### src/afifo_params.svh
// constants for the asynchronous slave fifo write port
// assumes one 200 MHz clock shared by both ends
`ifndef AFIFO_PARAMS_SVH
`define AFIFO_PARAMS_SVH

// ****************************************
// widths and depths
// ****************************************
`define AF_DATA_W        16
`define AF_SEL_W         2
`define AF_NUM_FIFO      4
`define AF_DEPTH         8
`define AF_PTR_W         3
`define AF_CNT_W         4
`define AF_NUM_FLAG      2
`define AF_PARTIAL_LEVEL 4'h6

// ****************************************
// timing, in ns and derived cycles
// ****************************************
`define AF_CLK_PERIOD_NS 5
`define AF_T_AS_NS       7
`define AF_T_WR_LOW_NS   20
`define AF_T_PE_LOW_NS   20
`define AF_T_WR_HIGH_NS  10
`define AF_FLAG_LAT_CYC  3
`define AF_CEIL_CYC(t)   (((t) + `AF_CLK_PERIOD_NS - 1) / `AF_CLK_PERIOD_NS)

`endif

### src/afifo_pkg.sv
// types shared by both ends of the slave fifo write port
// assumes afifo_params.svh on the include path
`include "afifo_params.svh"
`default_nettype none

package afifo_pkg;

   typedef enum logic [1:0]
   {
      FLAG_EMPTY   = 2'h0,
      FLAG_FULL    = 2'h1,
      FLAG_PARTIAL = 2'h2
   } flag_mode_e;

   typedef enum logic [3:0]
   {
      M_IDLE   = 4'h1,
      M_SETUP  = 4'h2,
      M_STROBE = 4'h4,
      M_HOLD   = 4'h8
   } mst_state_e;

   typedef struct packed
   {
      logic                  last;
      logic [`AF_DATA_W-1:0] data;
   } entry_s;

endpackage

`default_nettype wire

### src/afifo_if.sv
// pins between external master and the fifo device
// assumes both ends clocked by the same CLK
`include "afifo_params.svh"
`default_nettype none

interface afifo_if;
   logic                    slave_select_n;    // chip select, low active
   logic                    write_strobe_n;    // write strobe, low active
   logic                    packet_commit_n;   // packet commit, low active
   logic [`AF_SEL_W-1:0]    fifo_select_lines; // fifo address
   logic [`AF_DATA_W-1:0]   data;              // write data
   logic [`AF_NUM_FLAG-1:0] flag;              // status flags, high true

   modport dev
   (
      input  slave_select_n,
      input  write_strobe_n,
      input  packet_commit_n,
      input  fifo_select_lines,
      input  data,
      output flag
   );

   modport mst
   (
      output slave_select_n,
      output write_strobe_n,
      output packet_commit_n,
      output fifo_select_lines,
      output data,
      input  flag
   );
endinterface

`default_nettype wire

### src/afifo_dev_end.sv
// device end: four write fifos filled by strobe edges
// assumes strobe pins are synchronous to CLK
`include "afifo_params.svh"
`default_nettype none

// Operation
// master selects no later than strobe
// strobe release stores word, advances pointer
// flags refreshed after each strobe release
// burst strobes store successive words
// commit with write closes short packet
// master commits with last word strobe
// master holds address during commit
// commit without write means zero-length packet
// flags configurable mode and address source
// master never writes a full fifo
// commit not released before write strobe
// ignore strobes while deselected
// write to full fifo is dropped
module afifo_dev_end
(
   input  wire logic                   CLK,                        // clock
   input  wire logic                   RST,                        // async reset, high
   afifo_if.dev                        BUS,                        // pins to master
   input  wire afifo_pkg::flag_mode_e  FLAG_MODE [`AF_NUM_FLAG],   // condition per flag
   input  wire logic [`AF_NUM_FLAG-1:0] FLAG_FIXED,                // 1: fixed fifo, 0: addressed
   input  wire logic [`AF_SEL_W-1:0]   FLAG_FIX_SEL [`AF_NUM_FLAG], // fixed fifo per flag
   input  wire logic [`AF_SEL_W-1:0]   DRAIN_SEL,                  // fifo to drain
   input  wire logic                   DRAIN_READY,                // drain accepts
   output logic                        DRAIN_VALID,                // drain word valid
   output logic [`AF_DATA_W-1:0]       DRAIN_DATA,                 // drain word
   output logic                        DRAIN_LAST,                 // word ends packet
   output logic                        DRAIN_ZLP,                  // zero-length packet
   output logic [`AF_SEL_W-1:0]        DRAIN_FIFO                  // source fifo
);

   localparam int NF = `AF_NUM_FIFO;
   localparam int PW = `AF_PTR_W;
   localparam int CW = `AF_CNT_W;
   localparam int SW = `AF_SEL_W;

   // ****************************************
   // pin sampling and edge detection
   // ****************************************
   logic                  wr_prev_q;
   logic                  pe_prev_q;
   logic                  wr_seen_q;
   logic [`AF_DATA_W-1:0] data_q;
   logic [`AF_SEL_W-1:0]  addr_q;

   wire sel_on   = ~BUS.slave_select_n;
   wire wr_low   = ~BUS.write_strobe_n;
   wire pe_low   = ~BUS.packet_commit_n;
   wire wr_rise  = ~wr_prev_q & BUS.write_strobe_n;
   wire pe_rise  = ~pe_prev_q & BUS.packet_commit_n;
   wire [`AF_SEL_W-1:0] addr_now = BUS.fifo_select_lines;

   always_ff @(posedge CLK or posedge RST)
   begin
      if (RST)
      begin
         wr_prev_q <= 1'b1;
         pe_prev_q <= 1'b1;
      end
      else
      begin
         wr_prev_q <= BUS.write_strobe_n;
         pe_prev_q <= BUS.packet_commit_n;
      end
   end

   // word and address caught while strobe is low
   always_ff @(posedge CLK or posedge RST)
   begin
      if (RST)
      begin
         data_q <= '0;
         addr_q <= '0;
      end
      else if (wr_low && sel_on)
      begin
         data_q <= BUS.data;
         addr_q <= addr_now;
      end
   end

   // a write seen during a commit pulse rules out zero length
   always_ff @(posedge CLK or posedge RST)
   begin
      if (RST)
         wr_seen_q <= 1'b0;
      else if (pe_rise)
         wr_seen_q <= 1'b0;
      else if (pe_low && wr_low)
         wr_seen_q <= 1'b1;
   end

   // ****************************************
   // write and commit decode
   // ****************************************
   logic [CW-1:0] count_q  [NF];
   logic [PW-1:0] wr_ptr_q [NF];
   logic [PW-1:0] rd_ptr_q [NF];
   logic [NF-1:0] zlp_q;
   logic [NF-1:0] full;
   logic [NF-1:0] empty;
   afifo_pkg::entry_s mem_q [NF][`AF_DEPTH];

   // deselected strobes do nothing
   // full target drops the word
   wire do_wr   = wr_rise & sel_on & ~full[addr_q];
   // commit alone marks zero-length packet
   wire do_zlp  = pe_rise & sel_on & ~wr_seen_q & ~wr_low;
   // commit still low marks last word
   wire wr_last = ~pe_prev_q | pe_low;

   // ****************************************
   // drain side output stage
   // ****************************************
   logic                  dv_q;
   logic                  dlast_q;
   logic                  dzlp_q;
   logic [`AF_DATA_W-1:0] ddata_q;
   logic [`AF_SEL_W-1:0]  dfifo_q;

   wire can_load = ~dv_q | DRAIN_READY;
   wire do_pop   = can_load & ~empty[DRAIN_SEL];
   wire zlp_out  = can_load & empty[DRAIN_SEL] & zlp_q[DRAIN_SEL];
   wire afifo_pkg::entry_s head = mem_q[DRAIN_SEL][rd_ptr_q[DRAIN_SEL]];

   always_ff @(posedge CLK or posedge RST)
   begin
      if (RST)
      begin
         dv_q    <= 1'b0;
         dlast_q <= 1'b0;
         dzlp_q  <= 1'b0;
         ddata_q <= '0;
         dfifo_q <= '0;
      end
      else if (can_load)
      begin
         dv_q    <= do_pop | zlp_out;
         dlast_q <= do_pop & head.last;
         dzlp_q  <= zlp_out & ~do_pop;
         ddata_q <= do_pop ? head.data : '0;
         dfifo_q <= DRAIN_SEL;
      end
   end

   assign DRAIN_VALID = dv_q;
   assign DRAIN_DATA  = ddata_q;
   assign DRAIN_LAST  = dlast_q;
   assign DRAIN_ZLP   = dzlp_q;
   assign DRAIN_FIFO  = dfifo_q;

   // ****************************************
   // per fifo pointers and storage
   // ****************************************
   genvar f;
   generate
      for (f = 0; f < NF; f++)
      begin : g_fifo
         localparam logic [SW-1:0] FID = SW'(f);
         wire push   = do_wr & (addr_q == FID);
         wire pop    = do_pop & (DRAIN_SEL == FID);
         wire zset   = do_zlp & (addr_now == FID);
         wire zclr   = zlp_out & ~do_pop & (DRAIN_SEL == FID);
         wire [CW-1:0] cnt_d = count_q[f] + CW'(push) - CW'(pop);

         assign full[f]  = (count_q[f] == CW'(`AF_DEPTH));
         assign empty[f] = (count_q[f] == '0);

         // store then advance pointer
         // each burst edge advances again
         always_ff @(posedge CLK or posedge RST)
         begin
            if (RST)
            begin
               count_q[f]  <= '0;
               wr_ptr_q[f] <= '0;
               rd_ptr_q[f] <= '0;
            end
            else
            begin
               count_q[f]  <= cnt_d;
               wr_ptr_q[f] <= wr_ptr_q[f] + PW'(push);
               rd_ptr_q[f] <= rd_ptr_q[f] + PW'(pop);
            end
         end

         always_ff @(posedge CLK)
         begin
            if (push)
               mem_q[f][wr_ptr_q[f]] <= '{last: wr_last, data: data_q};
         end

         // zero-length marker, a new commit beats the drain
         always_ff @(posedge CLK or posedge RST)
         begin
            if (RST)
               zlp_q[f] <= 1'b0;
            else if (zset)
               zlp_q[f] <= 1'b1;
            else if (zclr)
               zlp_q[f] <= 1'b0;
         end
      end
   endgenerate

   // ****************************************
   // status flags
   // ****************************************
   logic [`AF_NUM_FLAG-1:0] flag_q;

   genvar g;
   generate
      for (g = 0; g < `AF_NUM_FLAG; g++)
      begin : g_flag
         // mode and address source per flag
         wire [`AF_SEL_W-1:0] src = FLAG_FIXED[g] ? FLAG_FIX_SEL[g] : addr_now;
         wire is_part = (count_q[src] >= `AF_PARTIAL_LEVEL);
         wire cond    = (FLAG_MODE[g] == afifo_pkg::FLAG_EMPTY)   ? empty[src] :
                        (FLAG_MODE[g] == afifo_pkg::FLAG_FULL)    ? full[src]  :
                        (FLAG_MODE[g] == afifo_pkg::FLAG_PARTIAL) ? is_part    : 1'b0;

         // flags track fill after every release
         always_ff @(posedge CLK or posedge RST)
         begin
            if (RST)
               flag_q[g] <= 1'b0;
            else
               flag_q[g] <= cond;
         end
      end
   endgenerate

   assign BUS.flag = flag_q;

endmodule

`default_nettype wire

### src/flat_wrapper.sv
// flat-port wrapper written by rule: the top's interface ports become plain ports
module afifo_dev_end_flat 
  (CLK, RST, FLAG_MODE, FLAG_FIXED, FLAG_FIX_SEL, DRAIN_SEL, DRAIN_READY, DRAIN_VALID, DRAIN_DATA, DRAIN_LAST, DRAIN_ZLP, DRAIN_FIFO, BUS_slave_select_n, BUS_write_strobe_n, BUS_packet_commit_n, BUS_fifo_select_lines, BUS_data, BUS_flag);
  afifo_if BUS_i ();
  input  wire logic CLK;
  input  wire logic RST;
  input  wire afifo_pkg::flag_mode_e FLAG_MODE[`AF_NUM_FLAG];
  input  wire logic [`AF_NUM_FLAG-1:0] FLAG_FIXED;
  input  wire logic [`AF_SEL_W-1:0] FLAG_FIX_SEL[`AF_NUM_FLAG];
  input  wire logic [`AF_SEL_W-1:0] DRAIN_SEL;
  input  wire logic DRAIN_READY;
  output logic DRAIN_VALID;
  output logic [`AF_DATA_W-1:0] DRAIN_DATA;
  output logic DRAIN_LAST;
  output logic DRAIN_ZLP;
  output logic [`AF_SEL_W-1:0] DRAIN_FIFO;
  input wire logic [$bits(BUS_i.slave_select_n)-1:0] BUS_slave_select_n;
  input wire logic [$bits(BUS_i.write_strobe_n)-1:0] BUS_write_strobe_n;
  input wire logic [$bits(BUS_i.packet_commit_n)-1:0] BUS_packet_commit_n;
  input wire logic [$bits(BUS_i.fifo_select_lines)-1:0] BUS_fifo_select_lines;
  input wire logic [$bits(BUS_i.data)-1:0] BUS_data;
  output wire logic [$bits(BUS_i.flag)-1:0] BUS_flag;
  assign BUS_i.slave_select_n = BUS_slave_select_n;
  assign BUS_i.write_strobe_n = BUS_write_strobe_n;
  assign BUS_i.packet_commit_n = BUS_packet_commit_n;
  assign BUS_i.fifo_select_lines = BUS_fifo_select_lines;
  assign BUS_i.data = BUS_data;
  assign BUS_flag = BUS_i.flag;
  afifo_dev_end u_core (.CLK(CLK), .RST(RST), .BUS(BUS_i), .FLAG_MODE(FLAG_MODE), .FLAG_FIXED(FLAG_FIXED), .FLAG_FIX_SEL(FLAG_FIX_SEL), .DRAIN_SEL(DRAIN_SEL), .DRAIN_READY(DRAIN_READY), .DRAIN_VALID(DRAIN_VALID), .DRAIN_DATA(DRAIN_DATA), .DRAIN_LAST(DRAIN_LAST), .DRAIN_ZLP(DRAIN_ZLP), .DRAIN_FIFO(DRAIN_FIFO));
endmodule
### config.mk
export PLATFORM = sky130hd
export DESIGN_NAME = afifo_dev_end_flat
export DESIGN_NICKNAME = d
export VERILOG_FILES = /design/src/afifo_pkg.sv /design/src/afifo_if.sv /design/src/afifo_dev_end.sv /design/src/flat_wrapper.sv
export VERILOG_INCLUDE_DIRS = /design/src /design/src/src
export SDC_FILE = /design/constraint.sdc
export NUM_CORES = 1
export LEC_CHECK = 0
export BUFFER_PORTS_ARGS = -buffer_cell sky130_fd_sc_hd__buf_2
export CORE_MARGIN = 8
export CORE_UTILIZATION = 63
export CTS_BUF_LIST = sky130_fd_sc_hd__clkbuf_8
export DETAILED_ROUTE_END_ITERATION = 6
export PLACE_DENSITY_LB_ADDON = 0.15
export RECOVER_POWER = 25
export SYNTH_ARGS = -nofsm -noshare
export SYNTH_HDL_FRONTEND = slang
export SYNTH_SLANG_ARGS = --single-unit
### constraint.sdc
create_clock -name CLK -period 4.44 [get_ports CLK]
set_input_delay 0 -clock CLK [delete_from_list [all_inputs] [get_ports CLK]]
set_output_delay 0 -clock CLK [all_outputs]
set_load 0.01 [all_outputs]
Word level (Yosys, flattened, before mapping)
Memories as Yosys holds them, arrays and structs flattened.
Cells that the tools add are included.
{ "word_totals": {"register_bits": 88, "mem_bits_rw": 544, "out_inout_bits": 23, "wordCells": 222, "n_memories": 1} }
{ "op_classes": {"addsub": 16, "order_cmp": 18, "n_eq_ne": 17, "mux": 70, "bitwise_logic": 49, "n_reduce_logical": 23} }
{ "mem_list": {"columns": ["name", "depth", "width", "rd", "rd_ports_with_merged_regs", "write_ports", "line", "source"], "rows": [
  ["u_core.mem_q", 4, 136, 1, 0, 1, "afifo_dev_end.sv:107", "afifo_pkg::entry_s mem_q [NF][`AF_DEPTH];"]
]} }
{ "op_table": {"columns": ["operator", "n"], "rows": [
  ["136-bit 2-to-1 mux", 10],
  ["136-bit OR reduction", 3],
  ["17-bit demux with 3-bit select", 4],
  ["17-bit 2-to-1 mux", 6],
  ["17-bit binary-select mux with 3-bit select", 1],
  ["1-bit bitwise AND", 28],
  ["1-bit 2-to-1 mux", 27],
  ["3-bit by 1-bit adder with 3-bit output", 8],
  ["4-bit greater-or-equal comparator, second input constant", 5],
  ["3-bit inverter with 4-bit output", 5],
  ["4-bit by 1-bit adder with 4-bit output", 4],
  ["4-bit binary-select mux with 2-bit select", 2],
  ["2-bit equality test, second input constant", 8],
  ["4-bit equality test, second input constant", 4],
  ["4-bit logical NOT", 4],
  ["4-bit by 1-bit less-than comparator with 1-bit output, second input constant", 4],
  ["16-bit 2-to-1 mux", 1],
  ["4-bit 2-to-1 mux", 4],
  ["4-bit by 1-bit subtractor with 4-bit output", 4],
  ["1-bit binary-select mux with 2-bit select", 7],
  ["2-bit by 3-bit less-than comparator with 1-bit output, second input constant", 4],
  ["2-bit by 1-bit equality test with 1-bit output, second input constant", 5],
  ["2-bit logical NOT", 5],
  ["2-bit 2-to-1 mux", 5],
  ["9 further kinds", 35]
]} }

Logic depth before layout (Yosys ltp)
Gate-level depths: netlist of the first run.
{ "logic_depth": {"depth_word": 12, "ltp_mapped": 13, "ltp_nobuf": 12} }

Worst setup path before layout of the first run
OpenSTA, ideal clock, no wires.
{ "synth_timing": {"path_type": "register -> register", "start": "register u_core.count_q[6] (netlist name)", "end": "memory u_core.mem_q[2][119] (netlist name), enable pin", "t_arrival_ns": 2.828, "required_ns": 4.005, "setup_slack_ns": 1.177, "stages_incl_launch_ff": 7, "path_buffers": 0, "period_less_slack_ns": 3.263, "path_cell_list": "dfrtp_1 > inv_1 > ha_1 > and3_1 > nor3b_1 > nand2b_1 > nor4_1"} }
{ "synth_via": {"elab_chain_cells": 12, "elab_cells_between_ends": 26} }
{ "synth_rtl": {"columns": ["item", "line", "source"], "rows": [
  ["start: declaration", "afifo_dev_end.sv:101", "logic [CW-1:0] count_q [NF];"],
  ["start signal: indexed assignment", "afifo_dev_end.sv:186", "count_q[f] <= cnt_d;"],
  ["4-bit equality test (*)", "afifo_dev_end.sv:171", "assign full[f] = (count_q[f] == CW'(`AF_DEPTH));"],
  ["1-bit binary-select mux with 2-bit select (*)", "afifo_dev_end.sv:111", "wire do_wr = wr_rise & sel_on & ~full[addr_q];"],
  ["1-bit 2-to-1 mux (implied by the code) (*)", "afifo_dev_end.sv:111", null],
  ["1-bit inverter (*)", "afifo_dev_end.sv:111", null],
  ["1-bit bitwise AND (*)", "afifo_dev_end.sv:111", null],
  ["1-bit bitwise AND", "afifo_dev_end.sv:165", "wire push = do_wr & (addr_q == FID);"],
  ["1-bit 2-to-1 mux", "afifo_dev_end.sv:194", "if (push)"],
  ["136-bit 2-to-1 mux (implied by the code)", "afifo_dev_end.sv:195", "mem_q[f][wr_ptr_q[f]] <= '{last: wr_last, data: data_q};"],
  ["136-bit OR reduction (no line)", null, null],
  ["2-bit 2-to-1 mux (no line) or 136-bit 2-to-1 mux (tied branches) (3 in a row)", null, null],
  ["end: declaration", "afifo_dev_end.sv:107", null]
]} }
Every way passes the cells marked *; elsewhere a longest branch is shown, timed or not. The select of a mux whose other input is x is not followed.

Worst setup path in the final report of the first run
{ "layout_timing": {"start": "register u_core.dv_q (netlist: u_core.DRAIN_VALID)", "end": "register u_core.count_q[13] (netlist name)"} }
{ "layout_via": {"elab_chain_cells": 5} }
{ "layout_rtl": {"columns": ["item", "line", "source"], "rows": [
  ["start: declaration", "afifo_dev_end.sv:120", "logic dv_q;"],
  ["start signal: assignment", "afifo_dev_end.sv:143", "dv_q <= do_pop | zlp_out;"],
  ["1-bit inverter", "afifo_dev_end.sv:126", "wire can_load = ~dv_q | DRAIN_READY;"],
  ["1-bit OR", "afifo_dev_end.sv:126", null],
  ["1-bit bitwise AND", "afifo_dev_end.sv:127", "wire do_pop = can_load & ~empty[DRAIN_SEL];"],
  ["1-bit bitwise AND", "afifo_dev_end.sv:166", "wire pop = do_pop & (DRAIN_SEL == FID);"],
  ["4-bit by 1-bit subtractor with 4-bit output", "afifo_dev_end.sv:169", "wire [CW-1:0] cnt_d = count_q[f] + CW'(push) - CW'(pop);"],
  ["via u_core.g_fifo[0].cnt_d[1]", "afifo_dev_end.sv:169", null]
]} }
The timed path passes the listed nets, and every way through them passes these cells.
A chain may end at the register's enable or synchronous reset.

==> flow_summary.ini, run 1 <==
[pwr]
netSwitchingPower_mw = 4.146
swShare_pct = 28.84
power.density_mw_per_mm2 = 506.5
vdd_ir_drop_max_v = 0.0004265
p_comb_share_pct = 17.6
p_leak_nw = 9.955
power_frac_seq_pct = 51.8
p_int_mw = 10.23
clkPwrFrac_pct = 30.6

[timing]
whs_ns = -0.002875
max_freq_ghz = 0.2897
finalMaxSlewViolations = 165
slew_headroom_pct = -22.43
final.setup_skew_ns = 0.03498
finalHoldViolCount = 1
tns_ns = 0
tightest_slew_ns = 1.836
period_minus_slack_ns = 3.451
fin_crit_sh_pct = 77.74
setup_viol = 0
grt_setup_unrepaired = false
worst_slack_ns = 0.9885

[final_layout]
area_growth_pct = 12.50
layoutNonFillerInstCount = 2046
ff_latch_area_mm2 = 0.01854
final_util_pct = 71.58
multi_input_area_mm2 = 0.006329
nNetsFinal = 1520
drive_gt1_share_pct = 27.94
antenna_cells = 0
fillers = 2490

[job]
maxCapViolations = 5

[floorplan]
rows = 73
io_pins = 59
die_x_um = 216.1
coreArea_mm2 = 0.03964
die-area_mm2 = 0.04670
initial_core_util_pct = 63.63
die_h_um = 216.1

[place]
place_inst = 1836
dpl.hpwl_um = 32350
globalplace.congestion = 0.8083
place_ws_ns = 1.171
port_buffers = 58

[logic_synthesis]
synth_top_family_by_area = multiplexers
synthAdderAreaFrac_pct = 2.252
yosysUniqueCellTypes = 46
synth_common_cells = edfxtp_1 (544), mux4_2 (142), dfrtp_1 (86)
netlist_instances = 1259
synth_xor_area_share_pct = 0.5903
syn_nets = 1338
synthSimpleGateAreaFrac_pct = 3.041
async_reset_ff_share_pct = 13.92
netlist_area_mm2 = 0.02522
synth.most_common_cell = edfxtp_1
synth_top_area_share_pct = 64.76
synth_edf_count = 544
ys.flop_type = edfxtp_1
ys_ff_latch = 632
syn_avg_cell_area_um2 = 20.04
synth_area_leaders = edfxtp_1 (65%), mux4_2 (13%), dfrtp_1 (8.5%)
ys.warnings.count = 0
synth_compound_area_share_pct = 2.059
synthMuxAreaShare_pct = 16.80
yosysSeqAreaShare_pct = 73.50
yosysTopAreaCell = edfxtp_1

[route]
dr.pass1.iters = 7
wire_per_inst_um = 26.97
avgViaCountPerCell = 6.218
antenna_left = 0
totalWireLength_um = 55180
vias = 12720
first_iter_violations = 1113
drcViolationCount = 0

[global_routing]
grt_max_degree = 94
grt_util_all_layers_pct = 23.95
grt_pass1_wl_um = 83060
grt_pass1_vias = 13360
antenna_found_initial = 0
gr-total-overflow = 0

[critical_path]
reg2regPathDepth = 11
cp.required_ns = 4.98
reg2reg_from = u_core.DRAIN_VALID$_DFFE_PP0P_
crit_fanout = 23
end_kind = register
ff2ff_setup_slack_ns = 0.99
critPathArrivalTime_ns = 3.99
timing.rr.end = u_core.count_q[13]$_DFF_PP0_
start_kind = register
path_class = register to register

[clocking]
numCtsBuffers = 94
post_cts_buffers = 0
cts_root_buf = clkbuf_8
cts.sinks = 632
clockBufferDepth = 3
clk_latency_ns = 0.66
path_clk_slew_ns = 0.06
cts_tree = yes
htree_num_levels = 3

[run_status]
violations = negative hold slack, max-capacitance violations, max-slew violations
status = finished with violations

[min_path]
whs_path_depth = 2
hold_start = DRAIN_SEL[0]
holdPathEnd = u_core.DRAIN_FIFO[0]$_DFFE_PP0P_
min_path_type = primary input to register
placed cells by master (no fill, tap or decap), drive strengths merged:
master / count
a211oi: 2
a21o: 4
a21oi: 31
and2: 2
and3: 4
and4: 1
buf: 72
bufinv: 1
clkbuf: 136
clkinv: 23
clkinvlp: 3
dfrtp: 86
dfstp: 2
dlygate4sd3: 34
edfxtp: 544
fa: 4
ha: 39
inv: 76
mux2: 55
mux2i: 42
mux4: 142
nand2: 73
nand2b: 18
nand3: 2
nor2: 32
nor2b: 3
nor3: 10
nor3b: 1
nor4: 2
nor4b: 2
o21ai: 12
o22ai: 19
o31ai: 18
or2: 2
or3: 1
or3b: 6
xnor2: 2
xor2: 15
state kept, by name, summed over array words and instances (netlist names):
signal / count
u_core.mem_q: 544
u_core.DRAIN_DATA: 16
u_core.count_q: 16
u_core.data_q: 16
u_core.rd_ptr_q: 12
u_core.wr_ptr_q: 12
u_core.zlp_q: 4
u_core.BUS.flag: 2
u_core.DRAIN_FIFO: 2
u_core.addr_q: 2
u_core.DRAIN_LAST: 1
u_core.DRAIN_VALID: 1
u_core.DRAIN_ZLP: 1
u_core.pe_prev_q: 1
u_core.wr_prev_q: 1
u_core.wr_seen_q: 1
metrics by stage:
step           hold WS, ns  total power, mW  instance area (µm²)
6_report         -0.002875            14.37                28380
5_1_grt            0.03434            14.97                28380
4_1_cts         0.00002115            14.49                28440
3_5_place_dp       0.04748            10.07                26320
3_3_place_gp       0.03939            9.964                26320
2_1_floorplan     0.004478            9.085                25220
what timing repair did:
action | in CTS | in global routing
hold buffers | 34 | 0
hold endpoints to repair | 77 | 0
gates resized for setup | 0 | 0
layer usage:
metal / part of all wire (%) / global-route usage (%) / routed length (µm) / vias to the layer above
li1: - / - / - / 5436
met1: 41 / 33.50 / 22740 / 6731
met4: 1.9 / 6.628 / 1045 / 0
met5: 0 / 0 / 0 / -
met3: 7.3 / 4.290 / 4025 / 76
met2: 50 / 39.04 / 27360 / 479
power groups by stage:
stage | logic, mW | clock network (mW) | registers [mW]
6_report | 2.52 | 4.40 | 7.45
2_1_floorplan | 1.65 | 0 | 7.43
5_1_grt | 2.74 | 4.73 | 7.49
4_1_cts | 2.57 | 4.48 | 7.44
3_3_place_gp | 2.44 | 0 | 7.53
3_5_place_dp | 2.51 | 0 | 7.56
critical path: stages, from the launching register on:
cell and delay, ns:
dfrtp_1 0.35, nor2b_1 0.13, clkbuf_1 1.04, nand2b_1 0.25, buf_4 0.31, nor3_1 0.12
ha_1 0.30, inv_1 0.06, ha_1 0.19, inv_1 0.08, fa_1 0.48, inv_1 0.04
cell families (layout without fill, tap and decap cells):
| logic type | Yosys count | count (layout) |
|---|---|---|
| buffers and inverters | 83 | 345 |
| DFF | 632 | 632 |
| xor gates and xnor gates | 17 | 17 |
| muxes | 239 | 239 |
| adders and majority gates | 43 | 43 |
| AOI/OAI and AO/OA | 86 | 86 |
| and+or+nand+nor | 159 | 159 |
worst max path at each step:
stage,from,end,slack (ns),cells past startpoint
6_report,u_core.DRAIN_VALID$_DFFE_PP0P_,u_core.count_q[13]$_DFF_PP0_,0.99,11
5_1_grt,u_core.DRAIN_VALID$_DFFE_PP0P_,u_core.count_q[14]$_DFF_PP0_,0.79,11
4_1_cts,u_core.count_q[2]$_DFF_PP0_,u_core.count_q[13]$_DFF_PP0_,1.12,13
3_5_place_dp,u_core.count_q[2]$_DFF_PP0_,u_core.count_q[13]$_DFF_PP0_,1.17,13
3_3_place_gp,u_core.count_q[14]$_DFF_PP0_,u_core.count_q[14]$_DFF_PP0_,1.24,13
2_1_floorplan,u_core.count_q[6]$_DFF_PP0_,u_core.mem_q[2][119]$_DFFE_PP_,1.18,6
cell type report:
class | instances | area share [%]
Clock buffer | 104 | 5.044
Clock inverter | 72 | 1.204
Inverter | 31 | 0.4145
Multi-Input combinational cell | 544 | 22.30
Sequential cell | 632 | 65.34
Tap cell | 525 | 2.315
Timing Repair Buffer | 138 | 3.382
No activity file was read; power rests on OpenSTA's default activity.
==> run 2: changes to the inputs <==
ABC_AREA = 1   (was not set)
CORE_UTILIZATION = 59   (was 63)
clock period = 3 ns   (was 4.44 ns; I/O delays follow)
==> flow_summary.ini, run 2 <==
[run_status]
status = finished with violations
violations = max-capacitance violations, max-slew violations

[floorplan]
die_x_um = 228.7
initial_core_util_pct = 59.32
die_h_um = 228.7
coreArea_mm2 = 0.04499
rows = 78
io_pins = 59
die-area_mm2 = 0.05230

[route]
totalWireLength_um = 72110
routed-wl-met3_um = 6679
first_iter_violations = 2036
avgViaCountPerCell = 5.819
drcViolationCount = 0
vias = 18630
highest_layer = met5
met1_length_um = 28420
wire_per_inst_um = 22.52
antenna_left = 0
met2RoutedLength_um = 34090
dr.pass1.iters = 6

[critical_path]
end_kind = register
path_class = register to register
cp_top_family = adder cells
slowest_delay_ns = 0.39
path_buf_inv = 3
start_kind = register
critical_path.cell_chain = inv_1, ha_1, nor3b_1, nand2_1, nand4_1, nor2_2, nand2_1, inv_1, ha_1, inv_1, ha_1, fa_1, xor2_1
cp.required_ns = 3.56
crit_fanout = 5
cp_slowest_cell = nor3b_1
critPathArrivalTime_ns = 3.36

[place]
port_buffers = 58
dpl.hpwl_um = 41910
place_inst = 2973
globalplace.congestion = 0.9045
place_area_mm2 = 0.02780

[logic_synthesis]
syn_avg_cell_area_um2 = 11.28
netlist_area_mm2 = 0.02669
synth_top_area_share_pct = 61.20
netlist_instances = 2366
synth.most_common_cell = nand2_1
yosysSeqAreaShare_pct = 69.46
yosysTopAreaCell = edfxtp_1
ys_ff_latch = 632
yosysUniqueCellTypes = 34
synth_edf_count = 544
syn_nets = 2445
ys.warnings.count = 0
async_reset_ff_share_pct = 13.92
ys.flop_type = edfxtp_1
synth_area_leaders = edfxtp_1 (61%), nand2_1 (10%), nand3_1 (8.7%)
synth_common_cells = nand2_1 (734), edfxtp_1 (544), nand3_1 (463)

[timing]
finalHoldViolCount = 0
whs_ns = 0.07607
finalMaxSlewViolations = 278
final.setup_skew_ns = 0.02004
tns_ns = 0
slew_headroom_pct = -32.44
setup_viol = 0
max_freq_ghz = 0.3574
period_minus_slack_ns = 2.798
grt_setup_unrepaired = false
tightest_slew_ns = 1.987
fin_crit_sh_pct = 93.28

[clocking]
cts_root_buf = clkbuf_8
cts_tree = yes
clk_latency_ns = 0.70
cts.sinks = 632
htree_num_levels = 3
clockBufferDepth = 3
path_clk_slew_ns = 0.05
post_cts_buffers = 0
numCtsBuffers = 100

[global_routing]
grt_pass1_vias = 18030
antenna_found_initial = 2
grt_pass1_wl_um = 109200
grt_util_all_layers_pct = 27.24
grt_max_degree = 206
gr-total-overflow = 0

[pwr]
p_comb_share_pct = 18.1
netSwitchingPower_mw = 6.855
clkPwrFrac_pct = 33.2
swShare_pct = 30.47
power.density_mw_per_mm2 = 743.7
vdd_ir_drop_max_v = 0.0005614
p_int_mw = 15.65
p_leak_nw = 12.23
power_frac_seq_pct = 48.7

[min_path]
min_path_type = primary input to register

[final_layout]
final_util_pct = 67.25
drive_gt1_share_pct = 12.53
design_area_mm2 = 0.03025
layout_common_cells = nand2_1 (734), edfxtp_1 (544), nand3_1 (463), nor2_1 (165), clkbuf_8 (107)
largest_register_ffs = 544
fillers = 3344
nNetsFinal = 2599
layoutNonFillerInstCount = 3202
area_growth_pct = 13.35
mostFrequentLayoutCell = nand2_1

[job]
maxCapViolations = 8
-- run 2: final cells by class --
class	count	area [µm²]	share of cell area (%)
Sequential cell	632	18540	61.28
Multi-Input combinational cell	1537	7307	24.15
Clock buffer	107	1473	4.868
Timing Repair Buffer	178	1350	4.462
Tap cell	600	750.7	2.481
Clock inverter	76	560.5	1.853
Inverter	71	270.3	0.8933
Antenna cell	1	2.502	0.008271
-- run 2: through the flow --
step	power, mW	setup slack (ns)
4_1_cts	22.54	0.2407
5_1_grt	23.35	0.08504
2_1_floorplan	13.34	0.09812
6_report	22.50	0.2017
3_3_place_gp	14.97	0.3391
3_5_place_dp	15.09	0.2613
-- run 2: final timing paths --
check,cells after the start,to,from,slack [ns]
setup reg to reg,13,u_core.count_q[6]$_DFF_PP0_,u_core.count_q[6]$_DFF_PP0_,0.20
hold reg to reg,1,u_core.rd_ptr_q[5]$_DFF_PP0_,u_core.rd_ptr_q[5]$_DFF_PP0_,0.47
hold / removal,3,u_core.data_q[5]$_DFFE_PP0P_,BUS_data[5],0.08
setup / recovery,13,u_core.count_q[6]$_DFF_PP0_,u_core.count_q[6]$_DFF_PP0_,0.20
min in group asynchronous,4,u_core.data_q[13]$_DFFE_PP0P_,RST,1.03
max in group asynchronous,5,u_core.DRAIN_FIFO[1]$_DFFE_PP0P_,RST,0.73
-- run 2: cells by family after synthesis --
logic type	after synthesis	share of synthesized area, %
and+or+nand+nor	1416	22.63
DFF	632	69.46
buffers and inverters	197	3.656
AOI/OAI and AO/OA	45	0.8860
adders and majority gates	43	2.128
xor gates and xnor gates	17	0.5578
muxes	16	0.6750
-- run 2: repair_timing --
action                    in CTS  in global routing
hold endpoints to repair     140                  0
hold buffers                  45                  0
resized for setup              0                  0
-- run 2: per-layer routing --
metal | up-vias | track usage, %
li1 | 8475 | -
met1 | 9066 | 36.87
met2 | 931 | 43.45
met3 | 160 | 4.741
met4 | 2 | 11.45
met5 | - | 0
-- run 2: power groups by stage --
stage	sequential (mW)	clock, mW	combinational (mW)
after floorplan	11.0	0	2.36
after global placement	11.1	0	3.88
after detailed placement	11.1	0	3.98
after CTS	10.9	7.55	4.06
after global routing	11.0	7.91	4.44
final	11.0	7.46	4.07
-- run 2: worst reg2reg max path, delay by kind of cell (launching register included) --
family	cells	cell delay, ns
buffers and inverters	3	0.21
AND/OR/NAND/NOR	5	0.91
adder cells (fa/ha/maj)	4	1.01
XOR/XNOR	1	0.18
flip-flops	1	0.37
